File: src/hdl/lin_mode_defines.svh
// timing and sizing constants of the mode and wake controller
`ifndef LIN_MODE_DEFINES_SVH
`define LIN_MODE_DEFINES_SVH
`define CLK_MHZ            200
`define NORMAL_ENTRY_NS    5000
`define SLEEP_ENTRY_NS     5000
`define BUS_WAKE_NS        80000
`define PIN_WAKE_NS        30000
`define DOM_TIMEOUT_US     55000
`define NS_TO_CYC(t)       (((t) * `CLK_MHZ + 999) / 1000)
`define NORMAL_ENTRY_CYC   `NS_TO_CYC(`NORMAL_ENTRY_NS)
`define SLEEP_ENTRY_CYC    `NS_TO_CYC(`SLEEP_ENTRY_NS)
`define BUS_WAKE_CYC       `NS_TO_CYC(`BUS_WAKE_NS)
`define PIN_WAKE_CYC       `NS_TO_CYC(`PIN_WAKE_NS)
`define DOM_TIMEOUT_CYC    (`DOM_TIMEOUT_US * `CLK_MHZ)
`define FIFO_DEPTH_DEF     8
`endif

File: src/hdl/lin_mode_pkg.sv
// types of the mode and wake controller
package lin_mode_pkg;
  typedef enum logic [1:0] {
    MODE_POWER_ON = 2'h0,
    MODE_NORMAL   = 2'h1,
    MODE_SLEEP    = 2'h3,
    MODE_STANDBY  = 2'h2
  } mode_e;

  typedef enum logic [1:0] {
    WAKE_NONE   = 2'h0,
    WAKE_REMOTE = 2'h1,
    WAKE_LOCAL  = 2'h2
  } wake_src_e;

  // pin drive group toward host and bus
  typedef struct packed {
    logic rx_o;
    logic rx_oe;
    logic tx_weak_pd;
    logic tx_strong_pd;
    logic bus_dom;
    logic inh_o;
    logic inh_oe;
    logic term_en;
  } pins_s;
endpackage : lin_mode_pkg

File: src/hdl/lin_mode_wake_controller.sv
// operating mode and wake-up controller of a single wire bus transceiver
`timescale 1ns/100ps
`include "lin_mode_defines.svh"

module lin_mode_wake_controller
  import lin_mode_pkg::*;
#(
  parameter int unsigned DOM_TIMEOUT_CYC = `DOM_TIMEOUT_CYC,
  parameter int unsigned FIFO_DEPTH      = `FIFO_DEPTH_DEF
)(
  // clock and reset
  input  wire logic clk_i,
  input  wire logic rst_i,
  // host side pins
  input  wire logic tx_data_i,
  input  wire logic mode_select_n_i,
  input  wire logic local_wake_in_n_i,
  output logic      rx_data_o,
  output logic      rx_oe_o,
  output logic      tx_weak_pd_o,
  output logic      tx_strong_pd_o,
  output logic      regulator_inhibit_out_o,
  output logic      inhibit_oe_o,
  // bus side
  input  wire logic bus_level_i,
  output logic      bus_dominant_o,
  output logic      termination_en_o,
  // supply comparators
  input  wire logic por_low_i,
  input  wire logic por_high_i,
  // status
  output mode_e     mode_o,
  output logic      tx_fifo_ready_o
);
  localparam int unsigned NORM_CYC  = `NORMAL_ENTRY_CYC;
  localparam int unsigned SLEEP_CYC = `SLEEP_ENTRY_CYC;
  localparam int unsigned BUSW_CYC  = `BUS_WAKE_CYC;
  localparam int unsigned PINW_CYC  = `PIN_WAKE_CYC;
  localparam int unsigned CW        = 24;
  localparam int unsigned DW        = 32;

  initial
  begin
    if (DOM_TIMEOUT_CYC < 2 || FIFO_DEPTH < 2 || BUSW_CYC >= (1 << CW))
      $error("lin_mode_wake_controller: unsupported parameter values");
  end

  typedef struct packed {
    mode_e           mode;
    wake_src_e       src;
    logic            powered;
    logic            remote_armed;
    logic            wake_flag_clr;
    logic            dom_lock;
    logic            bus_prev;
    logic            tx_prev;
    logic            msel_prev;
    logic [CW-1:0]   norm_cnt;
    logic [CW-1:0]   sleep_cnt;
    logic [CW-1:0]   busw_cnt;
    logic [CW-1:0]   pinw_cnt;
    logic [DW-1:0]   dom_cnt;
    pins_s           pins;
  } state_s;

  state_s q, d;

  // saturating window counter, restarts when qualifying level is lost
  function automatic logic [CW-1:0] win_step(input logic qual, input logic [CW-1:0] c);
    if (!qual)
      win_step = '0;
    else if (c == {CW{1'b1}})
      win_step = c;
    else
      win_step = c + 1'b1;
  endfunction : win_step

  // transmit data passes a small fifo so the driver sees a paced stream
  logic tx_bit;
  logic tx_bit_valid;
  lin_tx_fifo #(.WIDTH(1), .DEPTH(FIFO_DEPTH)) u_fifo (
    .clk_i   (clk_i),
    .rst_i   (rst_i),
    .wdata_i (tx_data_i),
    .wvalid_i(1'b1),
    .wready_o(tx_fifo_ready_o),
    .rdata_o (tx_bit),
    .rvalid_o(tx_bit_valid),
    .rready_i(1'b1)
  );
  logic tx_in;
  assign tx_in = tx_bit_valid ? tx_bit : 1'b1;

  logic norm_hit;
  logic sleep_hit;
  logic busw_hit;
  logic pinw_hit;
  assign norm_hit  = (q.norm_cnt  >= CW'(NORM_CYC));
  assign sleep_hit = (q.sleep_cnt >= CW'(SLEEP_CYC));
  assign busw_hit  = (q.busw_cnt  >  CW'(BUSW_CYC));
  assign pinw_hit  = (q.pinw_cnt  >= CW'(PINW_CYC));

  // next state and pin drive
  always_comb
  begin
    d = q;
    d.bus_prev  = bus_level_i;
    d.tx_prev   = tx_in;
    d.msel_prev = mode_select_n_i;
    d.norm_cnt  = win_step(mode_select_n_i, q.norm_cnt);
    d.sleep_cnt = win_step(!mode_select_n_i, q.sleep_cnt);
    d.pinw_cnt  = win_step(!local_wake_in_n_i && q.mode == MODE_SLEEP, q.pinw_cnt);
    d.busw_cnt  = win_step(!bus_level_i && q.mode == MODE_SLEEP &&
                           (q.busw_cnt != '0 || q.bus_prev), q.busw_cnt);
    // dominant timeout on the transmit path
    if (tx_in)
      d.dom_cnt = '0;
    else if (q.dom_cnt < DW'(DOM_TIMEOUT_CYC))
      d.dom_cnt = q.dom_cnt + 1'b1;
    // lock only while still low, else the releasing edge is masked
    if (q.dom_cnt >= DW'(DOM_TIMEOUT_CYC) && !tx_in)
      d.dom_lock = 1'b1;
    else if (tx_in && !q.tx_prev)
      d.dom_lock = 1'b0;
    if (busw_hit)
      d.remote_armed = 1'b1;
    if (mode_select_n_i && !q.msel_prev && q.mode == MODE_STANDBY)
      d.wake_flag_clr = 1'b1;
    // mode machine
    if (!q.powered)
    begin
      if (por_high_i)
      begin
        d.powered = 1'b1;
        d.mode    = MODE_POWER_ON;
      end
    end
    else if (por_low_i)
    begin
      d.mode    = MODE_SLEEP;
      d.powered = 1'b0;
    end
    else if (norm_hit)
      d.mode = MODE_NORMAL;
    else
    begin
      unique case (q.mode)
        MODE_POWER_ON: d.mode = q.mode;
        MODE_NORMAL:
          if (sleep_hit)
            d.mode = MODE_SLEEP;
        MODE_SLEEP:
          if (!mode_select_n_i && pinw_hit)
          begin
            d.mode = MODE_STANDBY;
            d.src  = WAKE_LOCAL;
          end
          else if (!mode_select_n_i && q.remote_armed && bus_level_i && !q.bus_prev)
          begin
            d.mode = MODE_STANDBY;
            d.src  = WAKE_REMOTE;
          end
        MODE_STANDBY: d.mode = q.mode;
      endcase
    end
    if (d.mode != MODE_SLEEP)
    begin
      d.remote_armed = 1'b0;
      d.busw_cnt     = '0;
    end
    if (d.mode != MODE_STANDBY)
    begin
      d.src           = WAKE_NONE;
      d.wake_flag_clr = 1'b0;
    end
    // pin drive from next mode so outputs change with the mode
    d.pins = '0;
    unique case (d.mode)
      MODE_NORMAL:
      begin
        d.pins.bus_dom = !tx_in && !d.dom_lock;
        d.pins.rx_o    = bus_level_i;
        d.pins.rx_oe   = 1'b1;
        d.pins.inh_o   = 1'b1;
        d.pins.inh_oe  = 1'b1;
        d.pins.term_en = 1'b1;
      end
      MODE_SLEEP:
      begin
        d.pins.tx_weak_pd = 1'b1;
      end
      MODE_STANDBY:
      begin
        d.pins.tx_weak_pd   = 1'b1;
        d.pins.tx_strong_pd = (d.src == WAKE_LOCAL) && !d.wake_flag_clr;
        d.pins.rx_o         = 1'b0;
        d.pins.rx_oe        = !d.wake_flag_clr;
        d.pins.inh_o        = 1'b1;
        d.pins.inh_oe       = 1'b1;
        d.pins.term_en      = 1'b1;
      end
      MODE_POWER_ON:
      begin
        d.pins.tx_weak_pd = 1'b1;
        d.pins.inh_o      = 1'b1;
        d.pins.inh_oe     = 1'b1;
        d.pins.term_en    = 1'b1;
      end
    endcase
    if (!d.powered)
      d.pins = '0;
  end

  // single state register
  always_ff @(posedge clk_i or posedge rst_i)
  begin
    if (rst_i)
    begin
      q           <= '0;
      q.mode      <= MODE_SLEEP;
      q.bus_prev  <= 1'b1;
      q.tx_prev   <= 1'b1;
      q.msel_prev <= 1'b0;
    end
    else
      q <= d;
  end

  assign rx_data_o               = q.pins.rx_o;
  assign rx_oe_o                 = q.pins.rx_oe;
  assign tx_weak_pd_o            = q.pins.tx_weak_pd;
  assign tx_strong_pd_o          = q.pins.tx_strong_pd;
  assign regulator_inhibit_out_o = q.pins.inh_o;
  assign inhibit_oe_o            = q.pins.inh_oe;
  assign bus_dominant_o          = q.pins.bus_dom;
  assign termination_en_o        = q.pins.term_en;
  assign mode_o                  = q.mode;

  a_normal_inh_high: assert property (@(posedge clk_i) disable iff (rst_i)
    mode_o == MODE_NORMAL |-> regulator_inhibit_out_o && inhibit_oe_o)
    else $error("inhibit not high in normal mode");
  a_standby_rx_low: assert property (@(posedge clk_i) disable iff (rst_i)
    mode_o == MODE_STANDBY && !q.wake_flag_clr |-> rx_oe_o && !rx_data_o)
    else $error("standby wake indication missing");
  a_sleep_float: assert property (@(posedge clk_i) disable iff (rst_i)
    mode_o == MODE_SLEEP |-> !inhibit_oe_o && !termination_en_o && !rx_oe_o)
    else $error("sleep outputs not floating");
  a_no_drive_idle: assert property (@(posedge clk_i) disable iff (rst_i)
    mode_o != MODE_NORMAL |-> !bus_dominant_o)
    else $error("bus driven outside normal mode");
  a_sleep_entry: assert property (@(posedge clk_i) disable iff (rst_i)
    $rose(q.mode == MODE_SLEEP) && !$past(por_low_i) |-> q.sleep_cnt >= CW'(SLEEP_CYC))
    else $error("sleep entered before window");
  a_normal_entry: assert property (@(posedge clk_i) disable iff (rst_i)
    $rose(q.mode == MODE_NORMAL) |-> $past(q.norm_cnt) >= CW'(NORM_CYC))
    else $error("normal entered before window");
  a_flags_cleared: assert property (@(posedge clk_i) disable iff (rst_i)
    mode_o != MODE_STANDBY |-> q.src == WAKE_NONE && !tx_strong_pd_o)
    else $error("wake flag outside standby");
  a_msel_clear: assert property (@(posedge clk_i) disable iff (rst_i)
    mode_o == MODE_STANDBY && $rose(mode_select_n_i) |=> !tx_strong_pd_o && !rx_oe_o)
    else $error("standby indications not cleared");
  a_remote_edge: assert property (@(posedge clk_i) disable iff (rst_i)
    $past(q.mode) == MODE_SLEEP && q.mode == MODE_STANDBY && q.src == WAKE_REMOTE
    |-> $past(bus_level_i) && !$past(q.bus_prev))
    else $error("remote wake without bus rising edge");
  a_por_sleep: assert property (@(posedge clk_i) disable iff (rst_i)
    por_low_i && q.powered |=> mode_o == MODE_SLEEP)
    else $error("low supply did not force sleep");
endmodule : lin_mode_wake_controller

// parameterised fifo with valid and ready on both sides
module lin_tx_fifo #(
  parameter int unsigned WIDTH = 1,
  parameter int unsigned DEPTH = 8
)(
  // clock and reset
  input  wire logic             clk_i,
  input  wire logic             rst_i,
  // write side
  input  wire logic [WIDTH-1:0] wdata_i,
  input  wire logic             wvalid_i,
  output logic                  wready_o,
  // read side
  output logic [WIDTH-1:0]      rdata_o,
  output logic                  rvalid_o,
  input  wire logic             rready_i
);
  localparam int unsigned AW = (DEPTH > 1) ? $clog2(DEPTH) : 1;
  typedef struct packed {
    logic [DEPTH-1:0][WIDTH-1:0] mem;
    logic [AW-1:0]               wp;
    logic [AW-1:0]               rp;
    logic [AW:0]                 cnt;
    logic                        rdy;
  } fifo_s;
  fifo_s q, d;
  logic do_w;
  logic do_r;
  assign do_w = wvalid_i && (q.cnt != (AW+1)'(DEPTH));
  assign do_r = rready_i && (q.cnt != '0);

  // pointer and count update
  always_comb
  begin
    d = q;
    if (do_w)
    begin
      d.mem[q.wp] = wdata_i;
      d.wp = (q.wp == AW'(DEPTH - 1)) ? '0 : q.wp + 1'b1;
    end
    if (do_r)
      d.rp = (q.rp == AW'(DEPTH - 1)) ? '0 : q.rp + 1'b1;
    d.cnt = q.cnt + (AW+1)'(do_w) - (AW+1)'(do_r);
    // ready kept in a flop so the port needs no decode
    d.rdy = (d.cnt != (AW+1)'(DEPTH));
  end

  always_ff @(posedge clk_i or posedge rst_i)
  begin
    if (rst_i)
    begin
      q     <= '0;
      q.rdy <= 1'b1;
    end
    else
      q <= d;
  end

  assign wready_o = q.rdy;
  assign rvalid_o = (q.cnt != '0);
  assign rdata_o  = q.mem[q.rp];
endmodule : lin_tx_fifo
File: config.mk
export PLATFORM = sky130hd
export DESIGN_NAME = lin_mode_wake_controller
export DESIGN_NICKNAME = d
export VERILOG_FILES = /design/src/hdl/lin_mode_pkg.sv /design/src/hdl/lin_mode_wake_controller.sv
export VERILOG_INCLUDE_DIRS = /design/src /design/src/hdl
export SDC_FILE = /design/constraint.sdc
export NUM_CORES = 1
export LEC_CHECK = 0
export BUFFER_PORTS_ARGS = -buffer_cell sky130_fd_sc_hd__clkbuf_2
export CAP_MARGIN = 20
export CORE_UTILIZATION = 65
export CTS_CLUSTER_SIZE = 28
export DETAILED_ROUTE_END_ITERATION = 16
export HOLD_SLACK_MARGIN = 0.1
export PLACE_DENSITY = 0.92
export SETUP_SLACK_MARGIN = 0.1
export SYNTH_ARGS = -nofsm -noshare
export SYNTH_HDL_FRONTEND = slang
export SYNTH_SLANG_ARGS = --single-unit
File: constraint.sdc
create_clock -name clk_i -period 7.5 [get_ports clk_i]
set_input_delay 0.75 -clock clk_i [delete_from_list [all_inputs] [get_ports clk_i]]
set_output_delay 0.75 -clock clk_i [all_outputs]
set_load 0.005 [all_outputs]
; Word level (Yosys, flattened, before mapping)
; Index checks and enable logic that the tools add are counted.
[classes]
n_mux = 47
order_cmp = 9
mul = 0
bitwise = 0
eq_ne = 21
shift = 0
reduce_logical = 33
n_addsub = 9
div = 0
[op_table]
columns = op, n
row1 = $mux W24, 9
row2 = $add A24 B1 Y24 const B, 4
row3 = $eq A24 B24 Y1 const B, 4
row4 = $mux W32, 2
row5 = $ge A24 B10 Y1 const B, 2
row6 = $add A32 B1 Y32 const B, 1
row7 = $ge A32 B24 Y1 const B, 1
row8 = $lt A32 B24 Y1 const B, 1
row9 = $ge A24 B13 Y1 const B, 1
row10 = $gt A24 B14 Y1 const B, 1
row11 = $reduce_bool A24 Y1, 1
row12 = $mux W2, 10
row13 = $mux W1, 15
row14 = $logic_and A1 B1 Y1, 14
row15 = $eq A2 B2 Y1 const B, 5
row16 = $ne A2 B2 Y1 const B, 5
row17 = $logic_not A1 Y1, 9
row18 = $mux W3, 3
row19 = $bwmux W8, 1
row20 = $lt A3 B4 Y1 const B, 2
row21 = $mux W4, 2
row22 = $mux W8, 1
row23 = $ne A4 B4 Y1 const B, 2
row24 = $add A3 B1 Y3 const B, 2
row25 = 16 further kinds, 21
[totals]
ff_bits = 166
memories = 0
output_inout_bits = 11
input_bits = 8
ram_bits = 0
latchBits = 0
romBits = 0
elab_cells = 153

; Logic depth before layout (Yosys ltp)
; Gate-level depths: netlist of run 1.
[depth]
depth_word = 16
ltp_mapped = 11
mapped_depth_nobuf = 11

; Cells and area by module
; From an unflattened synthesis of run 1, not the netlist that was laid out.
[unflattened]
hier_cells = 934
hier_area_um2 = 9026.2
[modules_own_cells]
columns = mod, cells_each, n_inst, area_per_inst_um2, seq_area_each_um2
row1 = lin_mode_wake_controller, 853, 1, 7955.1, 3633.5
row2 = lin_tx_fifo, 81, 1, 1071.0, 476.7

; Worst setup path after synthesis of run 1
; No wires, ideal clock.
[synth_path]
kind = register to register
start = reg q[119] in the netlist's numbering
end = reg q[72] in the netlist's numbering
setup_slack_ns = 4.704
arrival_ns = 2.718
stages_incl_launch_ff = 12
path_buffers = 2
setup_ns = 0.078
period_less_slack_ns = 2.796
t_required_ns = 7.422
cell_sequence = dfrtp_1 -> nand4_1 -> o211ai_1 -> nor2_1 -> nor2b_1 -> nor2_1 -> a311oi_1 -> ha_1 -> or4b_1 -> clkbuf_1 -> clkbuf_1 -> a21oi_1
[synth_lines]
columns = element, line
row1 = start: declaration, lin_mode_wake_controller.sv:66  ; state_s q, d;

==> flow_metrics.py, run 1 <==
metrics = {
    "global_routing": {
        "vias_in_the_first_global_route": 6171,
        "grt_first_pass_wirelength_mm": 28.7,
        "antenna_found_initial": 0,
        "grtUsageTotal": 0.271,
        "grt_start_max_net_pins": 90,
        "global_route.overflow_total": 0,
    },
    "detailed_routing": {
        "drt_pre_antenna_iters": 5,
        "drt_first_iter_violations": 610,
        "drtAntennaViolNets": 0,
        "wl_mm": 16.9,
        "drc": 0,
        "route.vias.total": 6596,
        "wire_per_inst_um": 15.6,
        "vias_per_cell": 6.07,
    },
    "cts": {
        "max-clock-path-buffers": 2,
        "post-cts-setup-buffers": 0,
        "count_of_hold_fix_buffers_inserted_at_cts": 0,
        "cts.clk_slew.worst_paths_ps": 60,
        "cts-htree-levels": 4,
        "cts_sinks": 164,
        "worstSkewPairLatency_ps": 440,
        "tritoncts_clock_tree": "yes",
        "number_of_buffers_created_by_cts": 17,
        "cts_resized": 0,
        "clock-root-buffer": "sky130_fd_sc_hd__clkbuf_16",
    },
    "floorplan": {
        "core_area_mm2": 0.0127,
        "num_rows": 41,
        "dieWidth_um": 116,
        "fp.dieH_um": 116,
        "initial_utilization": 0.670,
        "floorplan.io_pins": 19,
        "die-area_mm2": 0.0135,
    },
    "critical_path": {
        "regToRegSetupSlack_ps": 3800,
        "end_kind": "flip-flop",
        "setup.worst_path.start_class": "primary input",
        "critical_path.reg2reg.endpoint": "q[84]",
        "crit_chain": "clkbuf_2 -> inv_1 -> nand4b_1 -> o21ai_0 -> a311oi_1 -> ha_1 -> or4b_1 -> a31oi_1 -> o21a_1",
        "worst_ep_required_time_ps": 7870,
        "max_stage_delay_ps": 870,
        "critical_path.reg2reg.startpoint": "q[63]",
        "cpMaxStageDelayCell": "sky130_fd_sc_hd__or4b_1",
        "worst_path_dominant_cell_family": "compound AO/OA/AOI/OAI gates",
        "worstSetupPathDepth": 9,
        "cp.arrival_ps": 4410,
        "worstRegToRegCells": 9,
        "criticalPathCategory": "in -> reg",
        "largest_fanout_on_the_critical_path": 32,
        "worst-path-buf-inv": 2,
    },
    "power_and_ir_drop": {
        "switchingPower_w": 0.000446,
        "p_int_w": 0.00148,
        "p_leak_nw": 3.93,
        "pwr_density_mw_per_mm2": 207,
        "worst_ir_drop_vdd_v": 0.000195,
        "power.share.clock": 0.468,
        "seq_power_share": 0.479,
        "netSwitchingFraction": 0.232,
        "combinationalPowerShare": 0.053,
    },
    "synth": {
        "synth-seq-cells": 164,
        "netlist_top_cells_area": "sky130_fd_sc_hd__dfrtp_1 (47%), sky130_fd_sc_hd__xor2_1 (6.4%), sky130_fd_sc_hd__nor2_1 (6.2%), sky130_fd_sc_hd__nand3_1 (3.7%), sky130_fd_sc_hd__ha_1 (3.5%)",
        "synth_edf_count": 0,
        "synth-async-reset-ratio": 1.00,
        "synth.most_common_cell": "sky130_fd_sc_hd__dfrtp_1",
        "synthSimpleGateAreaFrac": 0.273,
        "netlist_area_mm2": 0.00849,
        "yosysSeqAreaShare": 0.484,
        "synthTopCellsByCount": "sky130_fd_sc_hd__dfrtp_1 (159), sky130_fd_sc_hd__nor2_1 (140), sky130_fd_sc_hd__nand3_1 (62), sky130_fd_sc_hd__xor2_1 (62), sky130_fd_sc_hd__nand2_1 (60)",
        "ys_warn_count": 0,
        "synth-xor-area-share": 0.0897,
        "synth_top_family_by_area": "simple AND/OR/NAND/NOR gates",
        "netlist.area_leader.share": 0.469,
        "yosysUniqueCellTypes": 61,
        "synth_compound_gate_area_share": 0.0589,
        "synth_top_cell_by_area": "sky130_fd_sc_hd__dfrtp_1",
        "muxShareOfSynthArea": 0.0231,
        "netlist_instances": 895,
        "synth_ff_type": "sky130_fd_sc_hd__dfrtp_1",
        "synth-adder-area-share": 0.0377,
        "synthesis.area_per_instance_um2": 9.49,
        "mappedNetlistNets": 928,
    },
    "sta": {
        "timing.final.hold_violations": 0,
        "final_sum_of_negative_setup_slack_ps": 0,
        "timing_worst_slew_pin_value_ps": 920,
        "rsz_0062_raised_after_global_routing": "false",
        "timing_max_transition_violations_final": 0,
        "slew_headroom": 0.387,
        "post-route-period-util": 0.538,
        "fin_skew_ps": 6.27,
        "timing.final.crit_period_ps": 4030,
        "timing.final.ws_setup_ps": 3470,
        "fmax_mhz": 248,
        "setup_viol": 0,
    },
    "placement": {
        "preCtsSetupSlack_ps": 3050,
        "gp_congestion": 0.844,
        "io_buffers": 18,
        "hpwlAfterDp_mm": 11.2,
    },
    "layout": {
        "nets": 934,
        "antenna-diode-count": 0,
        "postLayoutCoreUtil": 0.732,
        "areaGrowthSynthToFinish_pct": 9.25,
        "layout-drive-gt1-share": 0.0875,
    },
    "hold_path": {
        "hold_class": "in -> async",
    },
    "flow_run": {
        "max_cap_violations": 0,
    },
    "outcome": {
        "run_status": "finished, final reports clean",
    },
}
## metal layers
layer  part of all wire  GRT usage  vias up
met2               0.49      0.434      167
met3              0.043     0.0623       28
li1                   -          -     3149
met1               0.45      0.362     3252
met5                  0          0        -
met4              0.020      0.102        0
## sequential cells by signal (all words and copies together), names as in the netlist
name	flops
regulator_inhibit_out_o	1
tx_strong_pd_o	1
u_fifo.q	18
rx_oe_o	1
mode_o	2
q	137
bus_dominant_o	1
u_fifo.wready_o	1
rx_data_o	1
tx_weak_pd_o	1
## layout by cell type (no fill, tap or decap), types with 15 or more instances in the layout
cell type                   instances
sky130_fd_sc_hd__nand2_1           60
sky130_fd_sc_hd__nor3_1            29
sky130_fd_sc_hd__xnor2_1           25
sky130_fd_sc_hd__nand3_1           62
sky130_fd_sc_hd__inv_1             34
sky130_fd_sc_hd__xor2_1            62
sky130_fd_sc_hd__ha_1              24
sky130_fd_sc_hd__nor4_1            26
sky130_fd_sc_hd__clkbuf_2          18
sky130_fd_sc_hd__dfrtp_1          159
sky130_fd_sc_hd__nor2_1           140
sky130_fd_sc_hd__and3_1            19
sky130_fd_sc_hd__a21oi_1           24
sky130_fd_sc_hd__nand4_1           45
sky130_fd_sc_hd__clkbuf_16         17
sky130_fd_sc_hd__and2_1            15
sky130_fd_sc_hd__o21ai_0           24
## worst max-delay path by stage
stage                     from              to  slack [ps]
4_1_cts        mode_select_n_i           q[84]        3500
2_1_floorplan            rst_i  bus_dominant_o        2320
3_5_place_dp   mode_select_n_i           q[84]        3050
3_3_place_gp   mode_select_n_i           q[84]        3260
6_report       mode_select_n_i           q[84]        3470
5_1_grt        mode_select_n_i           q[84]        3090
## cells by family after synthesis
kind of cell	Yosys count
buffers and inverters	69
adder cells (fa/ha/maj)	25
multiplexers	17
AO/OA/AOI/OAI	80
AND/OR/NAND/NOR	453
flip-flops	164
XOR/XNOR	87
## per-stage QoR
stage               std cells  power, W  hold slack (ps)  instance area, um^2
floorplan                 895   0.00101              402                 8490
global placement         1054   0.00103              451                 8670
detailed placement       1054   0.00104              466                 8670
CTS                      1086   0.00194              430                 9280
global route             1086   0.00199              432                 9280
finish                   1086   0.00192              446                 9280
## power by group through the flow
stage,clock network (W),logic [W],registers [W]
after CTS,0.000913,0.000103,0.000920
after global routing,0.000950,0.000118,0.000923
after detailed placement,0,0.000102,0.000936
after floorplan,0,0.0000759,0.000931
final,0.000901,0.000102,0.000921
after global placement,0,0.0000982,0.000935
## area by class of cell
cell class                 instances  area (um^2)
clock inverter                    12          153
multi-input combinational        662         4100
clock buffer                      20          457
sequential                       164         4110
inverter                          36          140
tap                              172          215
fill                             854         3390
timing repair buffer              20          105
Note: power is estimated with default switching activity, not from simulation.
==> run 2: changes to the inputs <==
- CORE_UTILIZATION: 65 -> 57
- PLACE_DENSITY: 0.92 -> 0.86
- clock period: 7.5 -> 3.5 ns (I/O delays scaled with it)
==> run 2 against run 1 <==
Global-route usage shrank 3.2 points. Design area grew 1.1%. Count of clock-buffer cells in the layout grew 1. Sequential share of layout area shrank 0.48 points. Sequential power grew 110%. Die area grew 14%. Non-clock buffer count grew 9. Worst hold slack lost 330 ps. Critical path type is now reg -> reg. Combinational power grew 130%. Clock skew grew 8.0 ps. Wire length grew 0.28%. Worst setup slack lost 3100 ps.
==> flow_metrics.py, run 2 (synthesized netlist as in run 1, its figures left out) <==
metrics = {
    "power_and_ir_drop": {
        "pwr_density_mw_per_mm2": 441,
        "power.share.clock": 0.466,
        "netSwitchingFraction": 0.231,
        "worst_ir_drop_vdd_v": 0.000377,
        "p_leak_nw": 3.96,
        "combinationalPowerShare": 0.056,
        "seq_power_share": 0.477,
        "p_int_w": 0.00318,
        "switchingPower_w": 0.000954,
    },
    "detailed_routing": {
        "wl_mm": 17.0,
        "drt_first_iter_violations": 594,
        "m1WireLength_mm": 7.68,
        "wire_per_inst_um": 15.3,
        "route.vias.total": 6529,
        "vias_per_cell": 5.90,
        "detailroute.wirelength.met3_um": 650,
        "met2WireLength_mm": 8.36,
        "drtAntennaViolNets": 0,
        "route.top_layer_used": "met4",
        "drt_pre_antenna_iters": 5,
        "drc": 0,
    },
    "cts": {
        "number_of_buffers_created_by_cts": 17,
        "cts.clk_slew.worst_paths_ps": 60,
        "cts_sinks": 164,
        "cts-htree-levels": 4,
        "tritoncts_clock_tree": "yes",
        "max-clock-path-buffers": 2,
        "clock-root-buffer": "sky130_fd_sc_hd__clkbuf_16",
        "worstSkewPairLatency_ps": 440,
    },
    "floorplan": {
        "fp.dieH_um": 124,
        "initial_utilization": 0.584,
        "num_rows": 44,
        "dieWidth_um": 124,
        "floorplan.io_pins": 19,
        "core_area_mm2": 0.0145,
        "die-area_mm2": 0.0154,
    },
    "layout": {
        "nets": 943,
        "areaGrowthSynthToFinish_pct": 10.4,
        "most-common-layout-cells": "sky130_fd_sc_hd__dfrtp_1 (159), sky130_fd_sc_hd__nor2_1 (140), sky130_fd_sc_hd__nand3_1 (62), sky130_fd_sc_hd__xor2_1 (62), sky130_fd_sc_hd__nand2_1 (60)",
        "layout.cells.most_common": "sky130_fd_sc_hd__dfrtp_1",
        "largest_reg_flops": 137,
        "final_instance_count_without_filler_cells": 1107,
        "most_flops_register": "q",
        "antenna-diode-count": 0,
        "layout-drive-gt1-share": 0.0953,
    },
    "critical_path": {
        "largest_fanout_on_the_critical_path": 14,
        "end_kind": "flip-flop",
        "max_stage_delay_ps": 560,
        "setup.worst_path.start_class": "flip-flop",
        "cp.arrival_ps": 3440,
        "crit_chain": "nand4_1 -> o211ai_1 -> nor2_1 -> nor2b_1 -> nor2_1 -> a311oi_1 -> ha_1 -> or4b_4 -> buf_4 -> a211oi_1",
        "critical_path.reg2reg.startpoint": "q[119]",
        "worst_ep_required_time_ps": 3830,
        "regToRegSetupSlack_ps": 390,
        "crit_top_cell": "sky130_fd_sc_hd__nor2_1",
        "worstRegToRegCells": 10,
        "critical_path.reg2reg.endpoint": "q[66]",
        "criticalPathCategory": "reg -> reg",
        "cpMaxStageDelayCell": "sky130_fd_sc_hd__or4b_4",
    },
    "sta": {
        "final_sum_of_negative_setup_slack_ps": 0,
        "timing_worst_slew_pin_value_ps": 888,
        "setup_viol": 0,
        "rsz_0062_raised_after_global_routing": "false",
        "post-route-period-util": 0.888,
        "fmax_mhz": 322,
        "timing_max_transition_violations_final": 0,
        "timing.final.hold_violations": 0,
        "fin_skew_ps": 14.3,
        "slew_headroom": 0.408,
        "hold_ws_ps": 115,
        "timing.final.crit_period_ps": 3110,
    },
    "global_routing": {
        "vias_in_the_first_global_route": 6151,
        "antenna_found_initial": 0,
        "grtUsageTotal": 0.239,
        "global_route.overflow_total": 0,
        "grt_first_pass_wirelength_mm": 28.5,
        "grt_start_max_net_pins": 165,
    },
    "placement": {
        "hpwlAfterDp_mm": 11.0,
        "gp_congestion": 0.834,
        "placed_cells_incl_taps": 1073,
        "io_buffers": 18,
    },
    "flow_run": {
        "max_cap_violations": 0,
    },
    "hold_path": {
        "hold_class": "in -> async",
    },
    "outcome": {
        "run_status": "finished, final reports clean",
    },
}
[run 2: what timing repair did]
action,in CTS,in global routing
setup endpoints to repair,0,5
gates resized for setup,0,1
hold buffers,1,0
hold endpoints to repair,1,0
setup buffers,0,1
[run 2: metrics by stage]
stage	util	total power [W]	cell area [um^2]	setup WS (ps)
2_1_floorplan	-	0.00216	8490	704
3_3_place_gp	0.602	0.00223	8750	428
3_5_place_dp	0.602	0.00224	8750	361
4_1_cts	0.644	0.00417	9370	320
5_1_grt	0.645	0.00428	9380	155
6_report	0.645	0.00413	9380	392
[run 2: layer usage]
metal,vias to the layer above,GRT usage
met2,136,0.389
li1,3177,-
met4,0,0.0915
met3,30,0.0572
met5,-,0
met1,3186,0.309
[run 2: power groups by stage]
stage | combinational (W) | clock (W) | sequential (W)
floorplan | 0.000163 | 0 | 0.00200
global placement | 0.000225 | 0 | 0.00200
detailed placement | 0.000230 | 0 | 0.00201
CTS | 0.000234 | 0.00196 | 0.00197
global route | 0.000266 | 0.00204 | 0.00198
finish | 0.000233 | 0.00193 | 0.00197
[run 2: layout make-up]
| cell class | count | area [um^2] |
|---|---|---|
| Multi-Input combinational cell | 662 | 4100 |
| Tap cell | 184 | 230 |
| Sequential cell | 164 | 4110 |
| Timing Repair Buffer | 29 | 188 |
| Fill cell | 1134 | 5160 |
| Clock buffer | 21 | 460 |
| Inverter | 36 | 139 |
| Clock inverter | 11 | 150 |
[run 2: worst max-delay path by stage]
stage | from | end | cells after the start
floorplan | q[119] | q[72] | 11
global placement | q[119] | q[66] | 10
detailed placement | q[119] | q[69] | 10
CTS | q[119] | q[66] | 10
global route | q[119] | q[66] | 10
finish | q[119] | q[66] | 10
[run 2: critical path: cells and delay by family, from the launching register on]
| kind | cells | cell delay (ps) |
|---|---|---|
| AOI/OAI and AO/OA | 3 | 940 |
| buffers and inverters | 1 | 230 |
| adders and majority gates | 1 | 270 |
| and+or+nand+nor | 5 | 1170 |
| DFF | 1 | 400 |
==> run 3: changes to the inputs <==
- CORE_UTILIZATION: 57 -> 42
- CTS_CLUSTER_DIAMETER: default -> 80
- PLACE_DENSITY: 0.86 -> 0.69
==> run 3 against run 2 <==
Fmax grew 2.3%. Wire length shrank 1.4%. Sequential cell count is the same. Combinational power is essentially flat. Count of clock-buffer cells in the layout shrank 2. Register-to-register slack gained 70 ps.
==> flow_metrics.py, run 3 (synthesized netlist as in run 1, its figures left out) <==
metrics = {
    "critical_path": {
        "end_kind": "flip-flop",
        "critPathLaunch": "q[63]",
        "cp_endpoint": "q[77]",
        "worst-path-buf-inv": 1,
        "crit_top_cell": "sky130_fd_sc_hd__a21oi_1",
        "crit_chain": "nor4_1 -> nand4_1 -> a21oi_1 -> o21ai_0 -> a311oi_1 -> ha_1 -> or4b_1 -> buf_4 -> a21oi_1",
        "regToRegSetupSlack_ps": 460,
        "setup.worst_path.start_class": "flip-flop",
        "worstSetupPathDepth": 9,
        "worst_path_dominant_cell_family": "simple AND/OR/NAND/NOR gates",
        "critical_path.reg2reg.endpoint": "q[77]",
        "cpMaxStageDelayCell": "sky130_fd_sc_hd__or4b_1",
        "criticalPathCategory": "reg -> reg",
        "largest_fanout_on_the_critical_path": 12,
        "cp.arrival_ps": 3380,
        "max_stage_delay_ps": 690,
        "critical_path.reg2reg.startpoint": "q[63]",
        "worstRegToRegCells": 9,
        "worst_ep_required_time_ps": 3850,
    },
    "placement": {
        "hpwlAfterDp_mm": 11.3,
        "preCtsSetupSlack_ps": 500,
        "gp_congestion": 0.804,
        "io_buffers": 18,
    },
    "sta": {
        "timing.final.crit_period_ps": 3040,
        "final_sum_of_negative_setup_slack_ps": 0,
        "setup_viol": 0,
        "timing_max_transition_violations_final": 0,
        "fin_skew_ps": 11.6,
        "slew_headroom": 0.392,
        "post-route-period-util": 0.868,
        "fmax_mhz": 329,
        "timing.final.hold_violations": 0,
        "rsz_0062_raised_after_global_routing": "false",
        "timing.final.ws_setup_ps": 463,
        "timing_worst_slew_pin_value_ps": 910,
    },
    "detailed_routing": {
        "drtAntennaViolNets": 0,
        "vias_per_cell": 5.37,
        "wire_per_inst_um": 14.1,
        "route.vias.total": 6390,
        "drt_first_iter_violations": 324,
        "drt_pre_antenna_iters": 4,
        "drc": 0,
        "wl_mm": 16.7,
    },
    "layout": {
        "most_flops_register": "q",
        "antenna-diode-count": 0,
        "areaGrowthSynthToFinish_pct": 11.5,
        "layout.cells.most_common": "sky130_fd_sc_hd__dfrtp_1",
        "nets": 946,
        "fillers": 1920,
        "layout-drive-gt1-share": 0.0972,
        "largest_reg_flops": 137,
        "most-common-layout-cells": "sky130_fd_sc_hd__dfrtp_1 (159), sky130_fd_sc_hd__nor2_1 (140), sky130_fd_sc_hd__nand3_1 (62), sky130_fd_sc_hd__xor2_1 (62), sky130_fd_sc_hd__nand2_1 (60)",
    },
    "cts": {
        "max-clock-path-buffers": 2,
        "number_of_buffers_created_by_cts": 17,
        "cts.clk_slew.worst_paths_ps": 60,
        "clock-root-buffer": "sky130_fd_sc_hd__clkbuf_16",
        "tritoncts_clock_tree": "yes",
        "worstSkewPairLatency_ps": 430,
        "cts-htree-levels": 4,
        "cts_sinks": 164,
        "cts_resized": 0,
        "post-cts-setup-buffers": 0,
    },
    "floorplan": {
        "core_area_mm2": 0.0197,
        "initial_utilization": 0.432,
        "dieWidth_um": 144,
        "floorplan.io_pins": 19,
        "die-area_mm2": 0.0208,
        "fp.dieH_um": 144,
        "num_rows": 51,
    },
    "power_and_ir_drop": {
        "design_power_total_w": 0.00401,
        "worst_ir_drop_vdd_v": 0.000278,
        "power.share.clock": 0.450,
        "p_int_w": 0.00306,
        "pwr_density_mw_per_mm2": 424,
        "netSwitchingFraction": 0.236,
        "p_leak_nw": 3.97,
        "combinationalPowerShare": 0.058,
        "seq_power_share": 0.491,
        "switchingPower_w": 0.000948,
    },
    "flow_run": {
        "max_cap_violations": 0,
    },
    "global_routing": {
        "grt_start_max_net_pins": 63,
        "antenna_found_initial": 1,
        "grt_first_pass_wirelength_mm": 28.5,
        "vias_in_the_first_global_route": 6184,
        "global_route.overflow_total": 0,
        "grtUsageTotal": 0.173,
    },
    "hold_path": {
        "hold_class": "in -> async",
    },
    "outcome": {
        "run_status": "finished, final reports clean",
    },
}
run 3: cell type report:
cell class              instances  area [um^2]  share of cell area
clock inverters                13          136              0.0144
well taps                     265          332              0.0350
repair buffers                 32          223              0.0235
flip-flops and latches        164         4110               0.434
multi-input cells             662         4100               0.433
clock buffers                  19          433              0.0457
inverters                      36          139              0.0147
run 3: per-stage QoR:
step,cell area (um^2),cells,hold WS [ps],util
global placement,8890,1158,439,0.452
CTS,9470,1191,123,0.482
floorplan,8490,895,354,-
finish,9470,1191,92.2,0.482
global route,9470,1191,159,0.482
detailed placement,8890,1158,447,0.452
run 3: power by group through the flow:
| stage | registers, W | logic [W] | clock network (W) |
|---|---|---|---|
| after global placement | 0.00200 | 0.000235 | 0 |
| after detailed placement | 0.00201 | 0.000237 | 0 |
| after CTS | 0.00197 | 0.000240 | 0.00186 |
| final | 0.00197 | 0.000234 | 0.00181 |
| after global routing | 0.00198 | 0.000267 | 0.00194 |
| after floorplan | 0.00200 | 0.000163 | 0 |
run 3: worst min path at each step:
stage / startpoint / end / cells after the start
after floorplan: bus_level_i / q[138] / 0
after global placement: q[139] / bus_dominant_o / 1
after detailed placement: q[139] / bus_dominant_o / 1
after CTS: rst_i / q[55] / 2
after global routing: rst_i / q[55] / 2
final: rst_i / q[55] / 2
run 3: timing repair:
item	CTS	global route
endpoints found under the hold margin	1	0
hold buffers	1	0
endpoints found under the setup margin	0	0
run 3: layer usage:
| metal | global-route usage | vias up | routed length (um) |
|---|---|---|---|
| li1 | - | 3171 | - |
| met1 | 0.218 | 3145 | 7960 |
| met2 | 0.292 | 63 | 8120 |
| met3 | 0.0434 | 11 | 519 |
| met4 | 0.0499 | 0 | 146 |
| met5 | 0 | - | 0 |
